==> config.mk <==
export PLATFORM = sky130hd
export DESIGN_NAME = lgpm_top
export DESIGN_NICKNAME = d
export VERILOG_FILES = /design/src/rtl/lgpm_pkg.sv /design/src/rtl/lgpm_page_regs.sv /design/src/rtl/lgpm_expand.sv /design/src/rtl/lgpm_top.sv
export SDC_FILE = /design/constraint.sdc
export NUM_CORES = 1
export LEC_CHECK = 0
export BUFFER_PORTS_ARGS = -buffer_cell sky130_fd_sc_hd__clkbuf_2
export CAP_MARGIN = 25
export CORE_ASPECT_RATIO = 1.2
export CORE_MARGIN = 2
export CORE_UTILIZATION = 36
export CTS_CLUSTER_SIZE = 25
export DETAILED_ROUTE_END_ITERATION = 10
export GPL_TIMING_DRIVEN = 0
export PLACE_DENSITY_LB_ADDON = 0.3
export SYNTH_ARGS = -nofsm -noshare
export SYNTH_HDL_FRONTEND = slang
export SYNTH_SLANG_ARGS = --single-unit
export TNS_END_PERCENT = 20
==> constraint.sdc <==
create_clock -name clk_in -period 2.6 [get_ports clk_in]
set_input_delay 0.52 -clock clk_in [delete_from_list [all_inputs] [get_ports clk_in]]
set_output_delay 0.52 -clock clk_in [all_outputs]
set_load 0.02 [all_outputs]
==> src/rtl/lgpm_pkg.sv <==
// constants and types of the local to global page mapper
// Summary of operation
// RULE1: local 0x8000-0xBFFF maps a 16KB flash block chosen by program page
// RULE2: program page index resets to 0xFE
// RULE3: local 0xC000-0xFFFF always maps to program page 0xFF
// RULE4: far-call/far-return page write completes before instruction ends
// RULE5: program page readable/writable by bus, writable by far-call/return
// RULE6: local 0x1000-0x1FFF maps a 4KB RAM block chosen by RAM page
// RULE7: RAM page 0x00 reaches register space, so writes go there
// RULE8: RAM page index resets to 0xFD
// RULE9: local 0x2000-0x2FFF always maps to RAM page 0xFE
// RULE10: local 0x3000-0x3FFF always maps to RAM page 0xFF
// RULE11: local 0x0800-0x0BFF maps a 1KB data flash block by page index
// RULE12: data flash page index resets to 0xFE
// RULE13: local 0x0C00-0x0FFF always maps to data flash page 0xFF
// RULE14: debug tables visible only in debug-space read/write cycles
// RULE15: in active debug, debug space appears at local 0xFF00-0xFFFF
// RULE16: in active debug, resources sharing debug space are hidden
// RULE17: active debug with program page 0xFF also shows 0xBF00-0xBFFF
// RULE18: cpu global instructions use global page as bits 22:16
// RULE19: debug global page supplies bits 22:16 for debug global accesses
// RULE20: debug local accesses use same page registers and expansion
// RULE21: single-chip mode: no external accesses
// RULE22: 7-bit global page selects one of 128 64KB pages
// RULE23: unpaged local addresses map to fixed global locations
// RULE24: window address = region base + page*size + window offset
package lgpm_pkg;
  localparam logic [15:0] PROG_PAGE_OFS  = 16'h0015;
  localparam logic [15:0] RAM_PAGE_OFS   = 16'h0016;
  localparam logic [15:0] DF_PAGE_OFS    = 16'h0017;
  localparam logic [15:0] GLOB_PAGE_OFS  = 16'h0010;
  localparam logic [15:0] DBG_GLOB_PAGE_OFS = 16'hFF08;
  localparam logic [7:0]  PROG_PAGE_RST  = 8'hFE;
  localparam logic [7:0]  RAM_PAGE_RST   = 8'hFD;
  localparam logic [7:0]  DF_PAGE_RST    = 8'hFE;
  localparam logic [6:0]  GLOB_PAGE_RST  = 7'h00;
  localparam logic [7:0]  FIXED_HI_PAGE  = 8'hFF;
  localparam logic [7:0]  FIXED_LO_PAGE  = 8'hFE;
  localparam logic [22:0] FLASH_BASE     = 23'h40_0000;
  localparam logic [22:0] RAM_BASE       = 23'h00_0000;
  localparam logic [22:0] DF_BASE        = 23'h10_0000;
  localparam logic [22:0] UNPAGED_BASE   = 23'h00_0000;
  localparam logic [22:0] DBG_GLOBAL_BASE = 23'h7F_FF00;
  localparam logic [15:0] REG_SPACE_TOP  = 16'h0800;

  typedef enum logic [1:0] {
    LGPM_SRC_CPU = 2'b00,
    LGPM_SRC_DBG = 2'b01
  } lgpm_src_t;

  typedef enum logic [1:0] {
    LGPM_MODE_LOCAL  = 2'b00,
    LGPM_MODE_GLOBAL = 2'b01
  } lgpm_mode_t;

  typedef struct packed {
    logic        valid;
    logic        write;
    logic        src_dbg;
    logic        global_op;
    logic [15:0] addr;
    logic [7:0]  wdata;
  } lgpm_req_t;

  typedef struct packed {
    logic        valid;
    logic        write;
    logic        dbg_space;
    logic        reg_space;
    logic [22:0] gaddr;
  } lgpm_map_t;
endpackage

==> src/rtl/lgpm_page_regs.sv <==
// page index registers of the mapper
`timescale 1ns/1ps
module lgpm_page_regs
  import lgpm_pkg::*;
(
  input  wire logic       clk_in,
  input  wire logic       rst_in,
  input  wire lgpm_req_t  req_in,
  input  wire logic       hit_in,
  input  wire logic       far_wr_in,
  input  wire logic [7:0] far_page_in,
  output logic [7:0]      prog_page_out,
  output logic [7:0]      ram_page_out,
  output logic [7:0]      df_page_out,
  output logic [6:0]      gl_page_out,
  output logic [6:0]      dbg_gl_page_out,
  output logic [7:0]      rdata_out
);
  logic [7:0] prog_q, prog_d, ram_q, ram_d, df_q, df_d;
  logic [6:0] gp_q, gp_d, dgp_q, dgp_d;
  logic [7:0] rd_q, rd_d;
  logic       wr;

  always_comb begin
    wr     = req_in.valid & req_in.write & hit_in;
    prog_d = prog_q;
    ram_d  = ram_q;
    df_d   = df_q;
    gp_d   = gp_q;
    dgp_d  = dgp_q;
    rd_d   = rd_q;
    // RULE5 RULE20 bus register access
    if (wr && req_in.addr == PROG_PAGE_OFS) begin
      prog_d = req_in.wdata;
    end
    if (wr && req_in.addr == RAM_PAGE_OFS) begin
      ram_d = req_in.wdata;
    end
    if (wr && req_in.addr == DF_PAGE_OFS) begin
      df_d = req_in.wdata;
    end
    if (wr && req_in.addr == GLOB_PAGE_OFS) begin
      gp_d = req_in.wdata[6:0];
    end
    if (wr && req_in.src_dbg && req_in.addr == DBG_GLOB_PAGE_OFS) begin
      dgp_d = req_in.wdata[6:0];
    end
    // RULE4 far-call write wins, ready next cycle
    if (far_wr_in) begin
      prog_d = far_page_in;
    end
    if (req_in.valid && !req_in.write && hit_in) begin
      unique case (req_in.addr)
        PROG_PAGE_OFS: rd_d = prog_q;
        RAM_PAGE_OFS:  rd_d = ram_q;
        DF_PAGE_OFS:   rd_d = df_q;
        GLOB_PAGE_OFS: rd_d = {1'b0, gp_q};
        DBG_GLOB_PAGE_OFS: rd_d = {1'b0, dgp_q};
        default:       rd_d = 8'h00;
      endcase
    end
  end

  always_ff @(posedge clk_in) begin
    if (rst_in) begin
      // RULE2 RULE8 RULE12 reset pages
      prog_q <= PROG_PAGE_RST;
      ram_q  <= RAM_PAGE_RST;
      df_q   <= DF_PAGE_RST;
      gp_q   <= GLOB_PAGE_RST;
      dgp_q  <= GLOB_PAGE_RST;
      rd_q   <= 8'h00;
    end else begin
      prog_q <= prog_d;
      ram_q  <= ram_d;
      df_q   <= df_d;
      gp_q   <= gp_d;
      dgp_q  <= dgp_d;
      rd_q   <= rd_d;
    end
  end

  assign prog_page_out = prog_q;
  assign ram_page_out  = ram_q;
  assign df_page_out   = df_q;
  assign gl_page_out     = gp_q;
  assign dbg_gl_page_out = dgp_q;
  assign rdata_out     = rd_q;
endmodule

==> src/rtl/lgpm_expand.sv <==
// combinational local to global expansion
`timescale 1ns/1ps
module lgpm_expand
  import lgpm_pkg::*;
(
  input  wire logic [15:0] addr_in,
  input  wire logic [7:0]  prog_page_in,
  input  wire logic [7:0]  ram_page_in,
  input  wire logic [7:0]  df_page_in,
  output logic [22:0]      gaddr_out,
  output logic             reg_space_out
);
  // RULE24 base + page*size + offset
  function automatic logic [22:0] win(input logic [22:0] base,
                                      input logic [7:0] page,
                                      input logic [13:0] ofs,
                                      input int unsigned sh);
    logic [22:0] p;
    p = 23'(page) << sh;
    return base + p + 23'(ofs);
  endfunction

  always_comb begin
    gaddr_out     = UNPAGED_BASE + 23'(addr_in);
    reg_space_out = 1'b0;
    // RULE23 unpaged register space
    if (addr_in < REG_SPACE_TOP) begin
      reg_space_out = 1'b1;
    // RULE11 data flash window
    end else if (addr_in[15:10] == 6'b000010) begin
      gaddr_out = win(DF_BASE, df_page_in, {4'h0, addr_in[9:0]}, 10);
    // RULE13 fixed data flash page
    end else if (addr_in[15:10] == 6'b000011) begin
      gaddr_out = win(DF_BASE, FIXED_HI_PAGE, {4'h0, addr_in[9:0]}, 10);
    // RULE6 RULE7 ram window, page 0 hits registers at 0x1000-0x17FF only
    end else if (addr_in[15:12] == 4'h1) begin
      gaddr_out = win(RAM_BASE, ram_page_in, {2'b00, addr_in[11:0]}, 12);
      reg_space_out = (ram_page_in == 8'h00) && (addr_in[11:0] < 12'h800);
    // RULE9 fixed ram page
    end else if (addr_in[15:12] == 4'h2) begin
      gaddr_out = win(RAM_BASE, FIXED_LO_PAGE, {2'b00, addr_in[11:0]}, 12);
    // RULE10 fixed ram page
    end else if (addr_in[15:12] == 4'h3) begin
      gaddr_out = win(RAM_BASE, FIXED_HI_PAGE, {2'b00, addr_in[11:0]}, 12);
    // RULE1 program window
    end else if (addr_in[15:14] == 2'b10) begin
      gaddr_out = win(FLASH_BASE, prog_page_in, addr_in[13:0], 14);
    // RULE3 fixed program page
    end else if (addr_in[15:14] == 2'b11) begin
      gaddr_out = win(FLASH_BASE, FIXED_HI_PAGE, addr_in[13:0], 14);
    end else begin
      gaddr_out = win(FLASH_BASE, FIXED_LO_PAGE - 8'h1, addr_in[13:0], 14);
    end
  end
endmodule

==> src/rtl/lgpm_top.sv <==
// local to global page mapper top
`timescale 1ns/1ps
module lgpm_top
  import lgpm_pkg::*;
(
  input  wire logic        clk_in,
  input  wire logic        rst_in,
  input  wire lgpm_req_t   cpu_req_in,
  input  wire lgpm_req_t   dbg_req_in,
  input  wire logic        far_wr_in,
  input  wire logic [7:0]  far_page_in,
  input  wire logic        dbg_active_in,
  input  wire logic        dbg_space_cycle_in,
  input  wire logic        dbg_fw_global_in,
  output lgpm_map_t        map_out,
  output logic             ext_access_out,
  output logic [7:0]       rdata_out,
  output logic [7:0]       prog_page_out
);
  lgpm_req_t   req;
  logic        hit;
  lgpm_req_t   reg_req;
  logic [7:0]  pp, ram_pg, ep, rd;
  logic [6:0]  gp, dgp;
  logic [22:0] lg;
  logic        lreg;
  lgpm_map_t   map_q, map_d;

  // cpu has priority; debug only when cpu idle
  always_comb begin
    req = cpu_req_in.valid ? cpu_req_in : dbg_req_in;
    hit = !req.global_op;
  end

  lgpm_page_regs u_regs (
    .clk_in        (clk_in),
    .rst_in        (rst_in),
    .req_in          (reg_req),
    .hit_in          (hit),
    .far_wr_in       (far_wr_in),
    .far_page_in     (far_page_in),
    .prog_page_out   (pp),
    .ram_page_out    (ram_pg),
    .df_page_out     (ep),
    .gl_page_out     (gp),
    .dbg_gl_page_out (dgp),
    .rdata_out     (rd)
  );

  // RULE20 same expansion for both masters
  lgpm_expand u_exp (
    .addr_in       (req.addr),
    .prog_page_in  (pp),
    .ram_page_in   (ram_pg),
    .df_page_in    (ep),
    .gaddr_out     (lg),
    .reg_space_out (lreg)
  );

  // RULE7 register decode on global address
  always_comb begin
    reg_req      = req;
    reg_req.addr = lreg ? lg[15:0] : req.addr;
  end

  always_comb begin
    map_d.valid     = req.valid;
    map_d.write     = req.write;
    map_d.gaddr     = lg;
    map_d.reg_space = lreg;
    map_d.dbg_space = 1'b0;
    if (req.global_op) begin
      map_d.reg_space = 1'b0;
      // RULE19 debug global page for debug accesses
      if (req.src_dbg || dbg_fw_global_in) begin
        map_d.gaddr = {dgp, req.addr};
      // RULE18 RULE22 cpu global page
      end else begin
        map_d.gaddr = {gp, req.addr};
      end
    // RULE14 RULE15 RULE16 debug overlay only in active debug cycles
    end else if (dbg_active_in && dbg_space_cycle_in &&
                 req.addr[15:8] == 8'hFF) begin
      map_d.dbg_space = 1'b1;
      map_d.gaddr     = DBG_GLOBAL_BASE + 23'(req.addr[7:0]);
    // RULE17 mirror when program page is 0xFF
    end else if (dbg_active_in && dbg_space_cycle_in &&
                 pp == FIXED_HI_PAGE && req.addr[15:8] == 8'hBF) begin
      map_d.dbg_space = 1'b1;
      map_d.gaddr     = DBG_GLOBAL_BASE + 23'(req.addr[7:0]);
    end
  end

  always_ff @(posedge clk_in) begin
    if (rst_in) begin
      map_q <= '0;
    end else begin
      map_q <= map_d;
    end
  end

  assign map_out       = map_q;
  // RULE21 single-chip: never external
  assign ext_access_out = 1'b0;
  assign rdata_out     = rd;
  assign prog_page_out = pp;
endmodule

### Word-level counts from Yosys, hierarchy flattened

Cells that the tools add are included.

| word-level totals | value |
|---|---|
| bits in registers | 73 |
| bits of input ports | 70 |
| output and inout bits | 44 |
| logic and storage cells | 83 |

| operators by class | value |
|---|---|
| $add $sub $neg | 11 |
| order comparisons | 2 |
| equal/unequal tests | 15 |
| multiplexer cells | 23 |
| bitwise gates (word level) | 2 |
| reductions and logical operators | 19 |

Operators with widths:

| kind | number |
|---|---|
| 2-to-1 mux 23 bit | 12 |
| equality test 16 x 5 -> 1 bit, second input constant | 4 |
| adder 20 x 12 -> 21 bit, first input constant | 2 |
| one-hot mux 8 bit (5 select lines) | 1 |
| 2-to-1 mux 28 bit | 1 |
| equality test 8 bit, second input constant | 3 |
| adder 23 x 10 -> 23 bit | 1 |
| adder 23 x 14 -> 23 bit | 1 |
| adder 23 x 22 -> 23 bit, first input constant | 1 |
| adder 21 x 10 -> 22 bit, first input constant | 1 |
| adder 21 x 18 -> 22 bit, first input constant | 1 |
| adder 20 x 12 -> 21 bit | 1 |
| adder 17 x 15 -> 18 bit, first input constant | 1 |
| adder 15 x 15 -> 16 bit, first input constant | 1 |
| equality test 16 bit, second input constant | 1 |
| less-than comparator 16 x 12 -> 1 bit, second input constant | 1 |
| 2-to-1 mux 16 bit | 1 |
| 2-to-1 mux 8 bit | 2 |
| logical AND 1 bit | 13 |
| equality test 6 x 2 -> 1 bit, second input constant | 2 |
| less-than comparator 12 bit, second input constant | 1 |
| adder 9 x 9 -> 10 bit, first input constant | 1 |
| equality test 4 x 2 -> 1 bit, second input constant | 2 |
| zero test 8 bit | 1 |
| other kinds (8) | 16 |

### Depth between registers and ports, before layout

Gate-level depths: netlist of run 1.

| logic depth | value |
|---|---|
| depth in word-level cells | 15 |
| depth in mapped cells | 10 |
| gate-level depth less buffers | 5 |

### Modules after synthesis

A second synthesis of run 1 with hierarchy kept.

| second synthesis, totals | value |
|---|---|
| cells, all modules | 526 |
| area, all modules | 4,644.5 um2 |

Modules (own cells, without submodules):

| module | times used | cells each | area each (um2) | seq. area each (um2) |
|---|---|---|---|---|
| lgpm_page_regs | 1 | 294 | 2,511.2 | 920.9 |
| lgpm_top | 1 | 171 | 1,739.2 | 540.5 |
| lgpm_expand | 1 | 61 | 394.1 | 0.0 |

### Worst setup path after synthesis of run 1

OpenSTA, ideal clock, no wires.

| timing | value |
|---|---|
| path kind | input -> register |
| start | input cpu_req_in[27] (netlist name) |
| end | register u_regs.prog_q[5], in the netlist u_regs.prog_page_out[5] |
| library setup time | 0.130 ns |
| data arrival time | 2.278 ns |
| slack | 0.192 ns |
| stages | 8 |
| buffers on the path | 3 |
| cell sequence | buf_6 > buf_6 > or3b_4 > a22o_4 > a2111o_1 > buf_6 > nor3_1 > o31ai_1 |

| on the way | value |
|---|---|
| cells in the longest elaborated chain, start to end | 14 |
| elaborated cells between the ends (all ways) | 40 |

Ends and longest elaborated chain:

| item | line | RTL |
|---|---|---|
| start, declared | lgpm_top.sv:8 | `input wire lgpm_req_t cpu_req_in,` |
| 2-to-1 mux 28 bit * | lgpm_top.sv:31 | `req = cpu_req_in.valid ? cpu_req_in : dbg_req_in;` |
| adder 17 x 15 -> 18 bit, or another cell as far along | lgpm_expand.sv:20 | `return base + p + 23'(ofs);` |
| 2-to-1 mux 23 bit | lgpm_expand.sv:49 | `end else if (addr_in[15:14] == 2'b11) begin` |
| 2-to-1 mux 23 bit | lgpm_expand.sv:46 | `end else if (addr_in[15:14] == 2'b10) begin` |
| 2-to-1 mux 23 bit | lgpm_expand.sv:43 | `end else if (addr_in[15:12] == 4'h3) begin` |
| 2-to-1 mux 23 bit | lgpm_expand.sv:40 | `end else if (addr_in[15:12] == 4'h2) begin` |
| 2-to-1 mux 23 bit | lgpm_expand.sv:36 | `end else if (addr_in[15:12] == 4'h1) begin` |
| 2-to-1 mux 23 bit | lgpm_expand.sv:33 | `end else if (addr_in[15:10] == 6'b000011) begin` |
| 2-to-1 mux 23 bit | lgpm_expand.sv:30 | `end else if (addr_in[15:10] == 6'b000010) begin` |
| 2-to-1 mux 23 bit | lgpm_expand.sv:27 | `if (addr_in < REG_SPACE_TOP) begin` |
| 2-to-1 mux 16 bit | lgpm_top.sv:63 | `reg_req.addr = lreg ? lg[15:0] : req.addr;` |
| equality test 16 x 5 -> 1 bit | lgpm_page_regs.sv:33 | `if (wr && req_in.addr == PROG_PAGE_OFS) begin` |
| logical AND 1 bit | lgpm_page_regs.sv:33 |  |
| nonzero test 2 bit (no line) | n/a |  |
| end signal, assigned | lgpm_page_regs.sv:74 | `prog_q <= prog_d;` |
| end, declared | lgpm_page_regs.sv:19 | `logic [7:0] prog_q, prog_d, ram_q, ram_d, df_q, df_d;` |

Every way passes the cells marked *; elsewhere a longest branch is shown, timed or not. The select of a mux whose other input is x is not followed.
A chain may end at the register's enable or synchronous reset.

### Worst setup path in the final report of run 1

| timing | value |
|---|---|
| start | input cpu_req_in[27] (netlist name) |
| end | register u_regs.ram_q[0], in the netlist u_regs.ram_page_out[0] |

| on the way | value |
|---|---|
| cells in the longest elaborated chain, start to end | 13 |
| elaborated cells between the ends (all ways) | 37 |

Ends and longest elaborated chain:

| item | line | RTL |
|---|---|---|
| 2-to-1 mux 28 bit * | lgpm_top.sv:31 |  |
| adder 17 x 15 -> 18 bit, or another cell as far along | lgpm_expand.sv:20 |  |
| 2-to-1 mux 23 bit | lgpm_expand.sv:49 |  |
| 2-to-1 mux 23 bit | lgpm_expand.sv:46 |  |
| 2-to-1 mux 23 bit | lgpm_expand.sv:43 |  |
| 2-to-1 mux 23 bit | lgpm_expand.sv:40 |  |
| 2-to-1 mux 23 bit | lgpm_expand.sv:36 |  |
| 2-to-1 mux 23 bit | lgpm_expand.sv:33 |  |
| 2-to-1 mux 23 bit | lgpm_expand.sv:30 |  |
| 2-to-1 mux 23 bit | lgpm_expand.sv:27 |  |
| 2-to-1 mux 16 bit | lgpm_top.sv:63 |  |
| equality test 16 x 5 -> 1 bit | lgpm_page_regs.sv:36 | `if (wr && req_in.addr == RAM_PAGE_OFS) begin` |
| logical AND 1 bit | lgpm_page_regs.sv:36 |  |
| end signal, assigned | lgpm_page_regs.sv:75 | `ram_q <= ram_d;` |
| end, declared | lgpm_page_regs.sv:19 |  |

Every way passes the cells marked *; elsewhere a longest branch is shown, timed or not.

==> results.py, run 1 <==
metrics = {
    "synth": {
        "syn_nets": 520,
        "netlist_instances": 450,
        "yosysSeqAreaShare_pct": 36.4,
        "synthArstFlopShare_pct": 0,
        "synth_area_um2": 4010,
        "synthFlopType": "dfxtp_1",
        "synth-seq-cells": 73,
        "synth_cell_types": 63,
        "yosys_warnings": 0,
        "synth-edff-count": 0,
        "synth_area_per_cell_um2": 8.91,
    },
    "drt": {
        "wl_met3_um": 1070,
        "met2_length_um": 6550,
        "num_vias": 4234,
        "firstDrtPassIters": 7,
        "drt-total-wl_um": 14100,
        "via_per_inst": 5.99,
        "ant_nets": 0,
        "highest_layer": "met4",
        "drc_errors": 0,
        "wl_per_cell_um": 19.9,
        "first_iter_violations": 301,
        "m1WireLength_um": 6050,
    },
    "place": {
        "dpl_cell_area_um2": 4720,
        "place_congestion": 0.941,
        "hpwlAfterDp_um": 10800,
        "place_inst": 691,
        "io_buffer_count": 109,
    },
    "sta": {
        "max_freq_mhz": 406,
        "maxSlewHeadroom_pct": 46.1,
        "clock-skew-final_ps": 7.81,
        "slew_viol_final": 0,
        "hold_viol": 0,
        "worstMarginPinSlew_ps": 808,
        "min_period_ps": 2460,
        "setup_viol_count_final": 0,
        "hold_ws_ps": 395,
        "grt_setup_unrepaired": "no",
        "post-route-period-util_pct": 94.6,
    },
    "global_routing": {
        "grt_pass1_wl_um": 21600,
        "gr-total-overflow": 0,
        "antenna_found_initial": 0,
        "grt_pass1_vias": 3985,
        "grt_max_degree": 14,
        "grt_use_total_pct": 23.5,
    },
    "run": {
        "maxCapViolations": 0,
    },
    "floorplan": {
        "die_w_um": 100,
        "pin_count": 114,
        "rows": 42,
        "start_util_pct": 36.7,
        "die_h_um": 120,
        "core_um2": 10900,
        "die_area_um2": 12000,
    },
    "clock_network": {
        "cts_htree_levels": 3,
        "clock_latency_ps": 340,
        "cts_buffers": 9,
        "cts_tree": "done",
        "cts.sinks": 73,
        "clk_pin_slew_ps": 60,
        "cts_root_buffer": "clkbuf_16",
        "clockBufferDepth": 2,
        "postCtsSetupRepairBufs": 0,
    },
    "finish": {
        "layoutNonFillerInstCount": 707,
        "nNetsFinal": 640,
        "final_cell_mix": "clkbuf_2 (111), dfxtp_1 (73), a21oi_1 (54), nor3_1 (43), nor2_1 (34)",
        "final_layout_size_suffix_gt1_share_pct": 31.5,
        "fin_area_um2": 5050,
        "n_antenna_cell": 0,
        "fin_util_pct": 46.2,
        "area_delta_synth_final_pct": 25.9,
        "final_common_cell": "clkbuf_2",
        "n_fill_cell": 1093,
    },
    "setup_path": {
        "critical_path_class": "in2reg",
        "required_ps": 2800,
        "arrival_ps": 2660,
        "cp_max_fo": 10,
        "cpMostUsedCell": "buf_2",
        "crit_path_cell_trace": "buf_6 -> buf_6 -> buf_2 -> buf_2 -> buf_2 -> clkbuf_4 -> mux2_2 -> nor3_1 -> o21ai_1",
        "slowest_delay_ps": 440,
        "worstSetupEndpointType": "flop",
        "cpMaxStageDelayCell": "mux2_2",
        "start_kind": "input port",
        "r2r_cells": 6,
    },
    "hold_path": {
        "whs_path_depth": 3,
        "min_path_type": "in2reg",
    },
    "outcome": {
        "outcome": "complete, no violations",
    },
    "power": {
        "peakVddDrop_uv": 352,
        "powerDensity_nw_per_um2": 588,
        "power_mw": 2.97,
        "p_leak_nw": 1.97,
    },
}
==> cell families (layout without fill, tap and decap cells) <==
kind of cell | Yosys count | after routing | synth area share [%]
buffers and inverters | 34 | 159 | 4.90
AND/OR/NAND/NOR | 140 | 140 | 19.3
multiplexers | 36 | 36 | 9.61
other | 1 | 1 | 0.0935
AO/OA/AOI/OAI | 166 | 166 | 29.7
flip-flops | 73 | 73 | 36.4
==> what timing repair did <==
| action | CTS | global route |
|---|---|---|
| setup endpoints to repair | 0 | 21 |
| hold buffers | 0 | 0 |
| resized for setup | 0 | 6 |
==> state kept, by name, indices dropped and copies added, names as in the netlist <==
signal,count
u_regs.ram_page_out,8
u_regs.rdata_out,8
u_regs.dbg_gl_page_out,7
u_regs.gl_page_out,7
u_regs.df_page_out,8
u_regs.prog_page_out,8
map_out,27
==> layer usage <==
layer | global-route usage, % | vias to the layer above
met3 | 4.08 | 33
met4 | 9.93 | 0
met1 | 31.1 | 1982
li1 | - | 1980
met2 | 37.7 | 239
met5 | 0 | -
==> cell type report <==
class                           instances  area (um2)  share of cell area (%)
Tap cell                              132         165                    3.27
Clock buffer                           10         239                    4.73
Buffer                                 30         185                    3.67
Clock inverter                          6        65.1                    1.29
Timing Repair Buffer                  109         546                    10.8
Sequential cell                        73        1460                    29.0
Multi-Input combinational cell        343        2370                    47.0
Inverter                                4        15.0                   0.297
==> through the flow <==
stage / TNS (ps) / setup WS [ps]
final: 0 / 139
after floorplan: 0 / 192
after global routing: 0 / 7.14
after CTS: 0 / 41.9
after global placement: -7080 / -267
after detailed placement: -8830 / -304
==> worst max-delay path: cells and delay by family <==
family          cells  cell delay [ps]
simple gates        1              170
buf+inv             6             1420
compound gates      1               80
mux                 1              440
==> cell usage after synthesis (4+ instances only) <==
master      n  area share [%]
and2_1      6            0.94
o31ai_1     8             1.5
a22o_1      9             2.0
a2111oi_4   4             2.7
nand3b_1    4            0.75
nor3b_1     4            0.75
buf_6       7             2.0
o21a_1      4            0.75
dfxtp_1    73              36
nor2_1     34             3.2
clkbuf_1   14             1.3
inv_1       4            0.37
a31oi_1     4            0.62
o21ai_0    17             2.1
mux2i_1    19             4.7
a211oi_1   12             2.2
nand3_1    10             1.2
nor3_1     43             5.4
o21ai_1    14             1.7
nand2_1    11             1.0
a21oi_1    54             6.7
a221oi_1    7             1.5
buf_2       6            0.75
mux2_2     16             4.5
a32oi_1     9             2.0
==> where the power goes <==
| part | internal, mW | switching (mW) | total [mW] |
|---|---|---|---|
| logic | 0.184 | 0.325 | 0.509 |
| clock network | 0.770 | 0.495 | 1.26 |
| registers | 1.16 | 0.0320 | 1.20 |
| total | 2.12 | 0.852 | 2.97 |
==> final timing paths <==
kind | slack (ps) | start | to
max | 140 | cpu_req_in[27] | u_regs.ram_page_out[0]
min | 390 | far_page_in[7] | u_regs.prog_page_out[7]
max reg2reg | 320 | u_regs.ram_page_out[0] | u_regs.rdata_out[7]
min reg2reg | 500 | u_regs.gl_page_out[6] | u_regs.gl_page_out[6]
No activity file was read; power rests on OpenSTA's default activity.
==> run 2: changes to the inputs <==
- ABC_AREA: default -> 1
- BUFFER_PORTS_ARGS: -buffer_cell sky130_fd_sc_hd__clkbuf_2 -> -buffer_cell sky130_fd_sc_hd__buf_2
- CTS_BUF_LIST: default -> sky130_fd_sc_hd__clkbuf_4 sky130_fd_sc_hd__clkbuf_8 sky130_fd_sc_hd__clkbuf_16
==> run 2 against run 1 <==
Against the previous run: combinational power down 2%; non-clock buffer count down 6; global-route usage down 0.61 points; sequential share of layout area up 0.84 points; critical path type unchanged; critical endpoint is now u_regs.rdata_out[0].
==> results.py, run 2 <==
metrics = {
    "finish": {
        "nNetsFinal": 753,
        "area_delta_synth_final_pct": 26.2,
        "final_layout_size_suffix_gt1_share_pct": 27.3,
        "n_antenna_cell": 0,
        "largest_register_ff_count": 27,
        "final_common_cell": "nand2_1",
        "n_fill_cell": 1107,
        "final_cell_mix": "nand2_1 (145), buf_2 (112), dfxtp_1 (73), nor2_1 (48), inv_1 (47)",
    },
    "drt": {
        "ant_nets": 0,
        "met2_length_um": 6300,
        "first_iter_violations": 247,
        "wl_met3_um": 800,
        "drt-total-wl_um": 13300,
        "highest_layer": "met4",
        "via_per_inst": 5.09,
        "drc_errors": 0,
        "wl_per_cell_um": 16.3,
        "m1WireLength_um": 5720,
        "firstDrtPassIters": 5,
        "num_vias": 4158,
    },
    "sta": {
        "min_period_ps": 2190,
        "finalSetupTns_ps": 0,
        "hold_viol": 0,
        "maxSlewHeadroom_pct": 36.8,
        "grt_setup_unrepaired": "no",
        "post-route-period-util_pct": 84.3,
        "setup_ws_ps": 408,
        "slew_viol_final": 0,
        "clock-skew-final_ps": 5.30,
        "max_freq_mhz": 456,
        "worstMarginPinSlew_ps": 938,
        "setup_viol_count_final": 0,
    },
    "synth": {
        "synthFlopType": "dfxtp_1",
        "yosys-top-cells-count": "nand2_1 (145), dfxtp_1 (73), nor2_1 (48)",
        "netlist_instances": 561,
        "yosys_warnings": 0,
        "synth-seq-cells": 73,
        "ys_top_cells_by_area": "dfxtp_1 (38%), nand2_1 (14%), a21oi_1 (5.8%), nand3_1 (5.3%), o21ai_0 (4.8%)",
        "synth_area_per_cell_um2": 6.93,
        "synth.most_common_cell": "nand2_1",
        "synth_area_um2": 3890,
        "synthArstFlopShare_pct": 0,
        "syn_nets": 631,
        "synth-edff-count": 0,
        "synth_top_area_share_pct": 37.6,
        "synth_area_leader_cell": "dfxtp_1",
        "yosysSeqAreaShare_pct": 37.6,
        "synth_cell_types": 43,
    },
    "setup_path": {
        "r2r_end": "u_regs.prog_page_out[7]",
        "worstSetupEndpointType": "flop",
        "startpoint": "cpu_req_in[27]",
        "r2r-start": "u_regs.ram_page_out[5]",
        "critical_path_class": "in2reg",
        "required_ps": 2830,
        "r2r_cells": 14,
        "start_kind": "input port",
        "cp_max_fo": 10,
        "ff2ff_setup_slack_ps": 590,
        "arrival_ps": 2420,
    },
    "run": {
        "maxCapViolations": 0,
    },
    "clock_network": {
        "cts_hold_buffers": 0,
        "clockBufferDepth": 2,
        "clk_pin_slew_ps": 60,
        "cts_root_buffer": "clkbuf_16",
        "clock_latency_ps": 340,
        "cts_tree": "done",
        "cts_resized": 0,
        "cts_htree_levels": 3,
        "postCtsSetupRepairBufs": 0,
        "cts_buffers": 9,
        "cts.sinks": 73,
    },
    "hold_path": {
        "whs_path_depth": 3,
        "hold_end": "u_regs.prog_page_out[5]",
        "min_path_type": "in2reg",
        "min_from": "far_page_in[5]",
    },
    "power": {
        "peakVddDrop_uv": 348,
        "powerDensity_nw_per_um2": 602,
        "p_leak_nw": 2.31,
    },
    "place": {
        "io_buffer_count": 111,
        "place_congestion": 0.905,
        "hpwlAfterDp_um": 10400,
        "pre_cts_slack_ps": 63.8,
    },
    "floorplan": {
        "die_w_um": 98.8,
        "rows": 41,
        "pin_count": 114,
        "start_util_pct": 37.0,
        "die_area_um2": 11600,
        "die_h_um": 118,
        "core_um2": 10500,
    },
    "global_routing": {
        "antenna_found_initial": 0,
        "grt_pass1_wl_um": 20800,
        "grt_pass1_vias": 4040,
        "gr-total-overflow": 0,
        "grt_use_total_pct": 22.9,
        "grt_max_degree": 13,
    },
    "outcome": {
        "outcome": "complete, no violations",
    },
}
run 2: changes by cell type in the layout (fill, tap and decap cells not counted), moves of 9 or more:
| cell | change |
|---|---|
| buf_2 | +107 |
| inv_1 | +43 |
| nor2_1 | +14 |
| a22o_1 | -9 |
| clkbuf_2 | -110 |
| mux2i_1 | -18 |
| o21ai_0 | +20 |
| nand2_2 | +12 |
| a21oi_1 | -9 |
| nand3_1 | +31 |
| a211oi_1 | -10 |
| nand2_1 | +134 |
| nor3_1 | -39 |
| mux2_2 | -16 |
run 2: final cells by class:
type                       instances  area, um2  share of cell area (%)
buffer                            22        145                    2.96
timing repair buffer             111        556                    11.3
clock inverter                     5       55.1                    1.12
tap                              129        161                    3.29
sequential                        73       1460                    29.8
clock buffer                      11        246                    5.03
inverter                          54        209                    4.26
multi-input combinational        412       2070                    42.2
run 2: critical path, cell delays in order:
cell	delay [ps]
buf_6	120
o21ai_0	520
nor2_2	110
nand3_2	190
nand3_2	140
nand3_4	170
nor2_4	50
buf_4	180
nand2_1	70
nand3_1	80
nor2_1	200
nor2_1	70
run 2: power breakdown:
group | leakage [nW] | switching, mW | internal, mW
logic | 1.56 | 0.333 | 0.167
clock network | 0.145 | 0.479 | 0.776
registers | 0.599 | 0.0300 | 1.17
run 2: how the worst max path moves through the flow:
stage | endpoint | slack [ps] | depth (start not counted)
6_report | u_regs.rdata_out[0] | 410 | 12
5_1_grt | u_regs.df_page_out[3] | 220 | 11
4_1_cts | u_regs.dbg_gl_page_out[4] | 410 | 14
2_1_floorplan | u_regs.prog_page_out[4] | 490 | 15
3_3_place_gp | u_regs.dbg_gl_page_out[6] | 100 | 14
3_5_place_dp | u_regs.dbg_gl_page_out[4] | 60 | 14
run 2: kinds of logic after synthesis:
group	after synthesis	synth area share, %
simple gates	292	35.7
compound gates	119	17.5
buf+inv	76	9.11
flops	73	37.6
other cells	1	0.0965
run 2: metal layers:
| metal | vias to the layer above | global-route usage, % |
|---|---|---|
| met5 | - | 0 |
| met3 | 35 | 4.10 |
| met2 | 167 | 38.7 |
| met1 | 1858 | 28.3 |
| li1 | 2098 | - |
| met4 | 0 | 10.0 |
run 2: per-stage QoR:
| stage | total power, mW | instance area [um2] | cells | utilization (%) | hold WS [ps] |
|---|---|---|---|---|---|
| after floorplan | 1.53 | 3890 | 561 | - | 444 |
| after global placement | 1.71 | 4600 | 801 | 43.8 | 457 |
| after detailed placement | 1.72 | 4600 | 801 | 43.8 | 469 |
| after CTS | 2.98 | 4900 | 817 | 46.6 | 410 |
| after global routing | 3.07 | 4900 | 817 | 46.6 | 426 |
| final | 2.95 | 4900 | 817 | 46.6 | 414 |
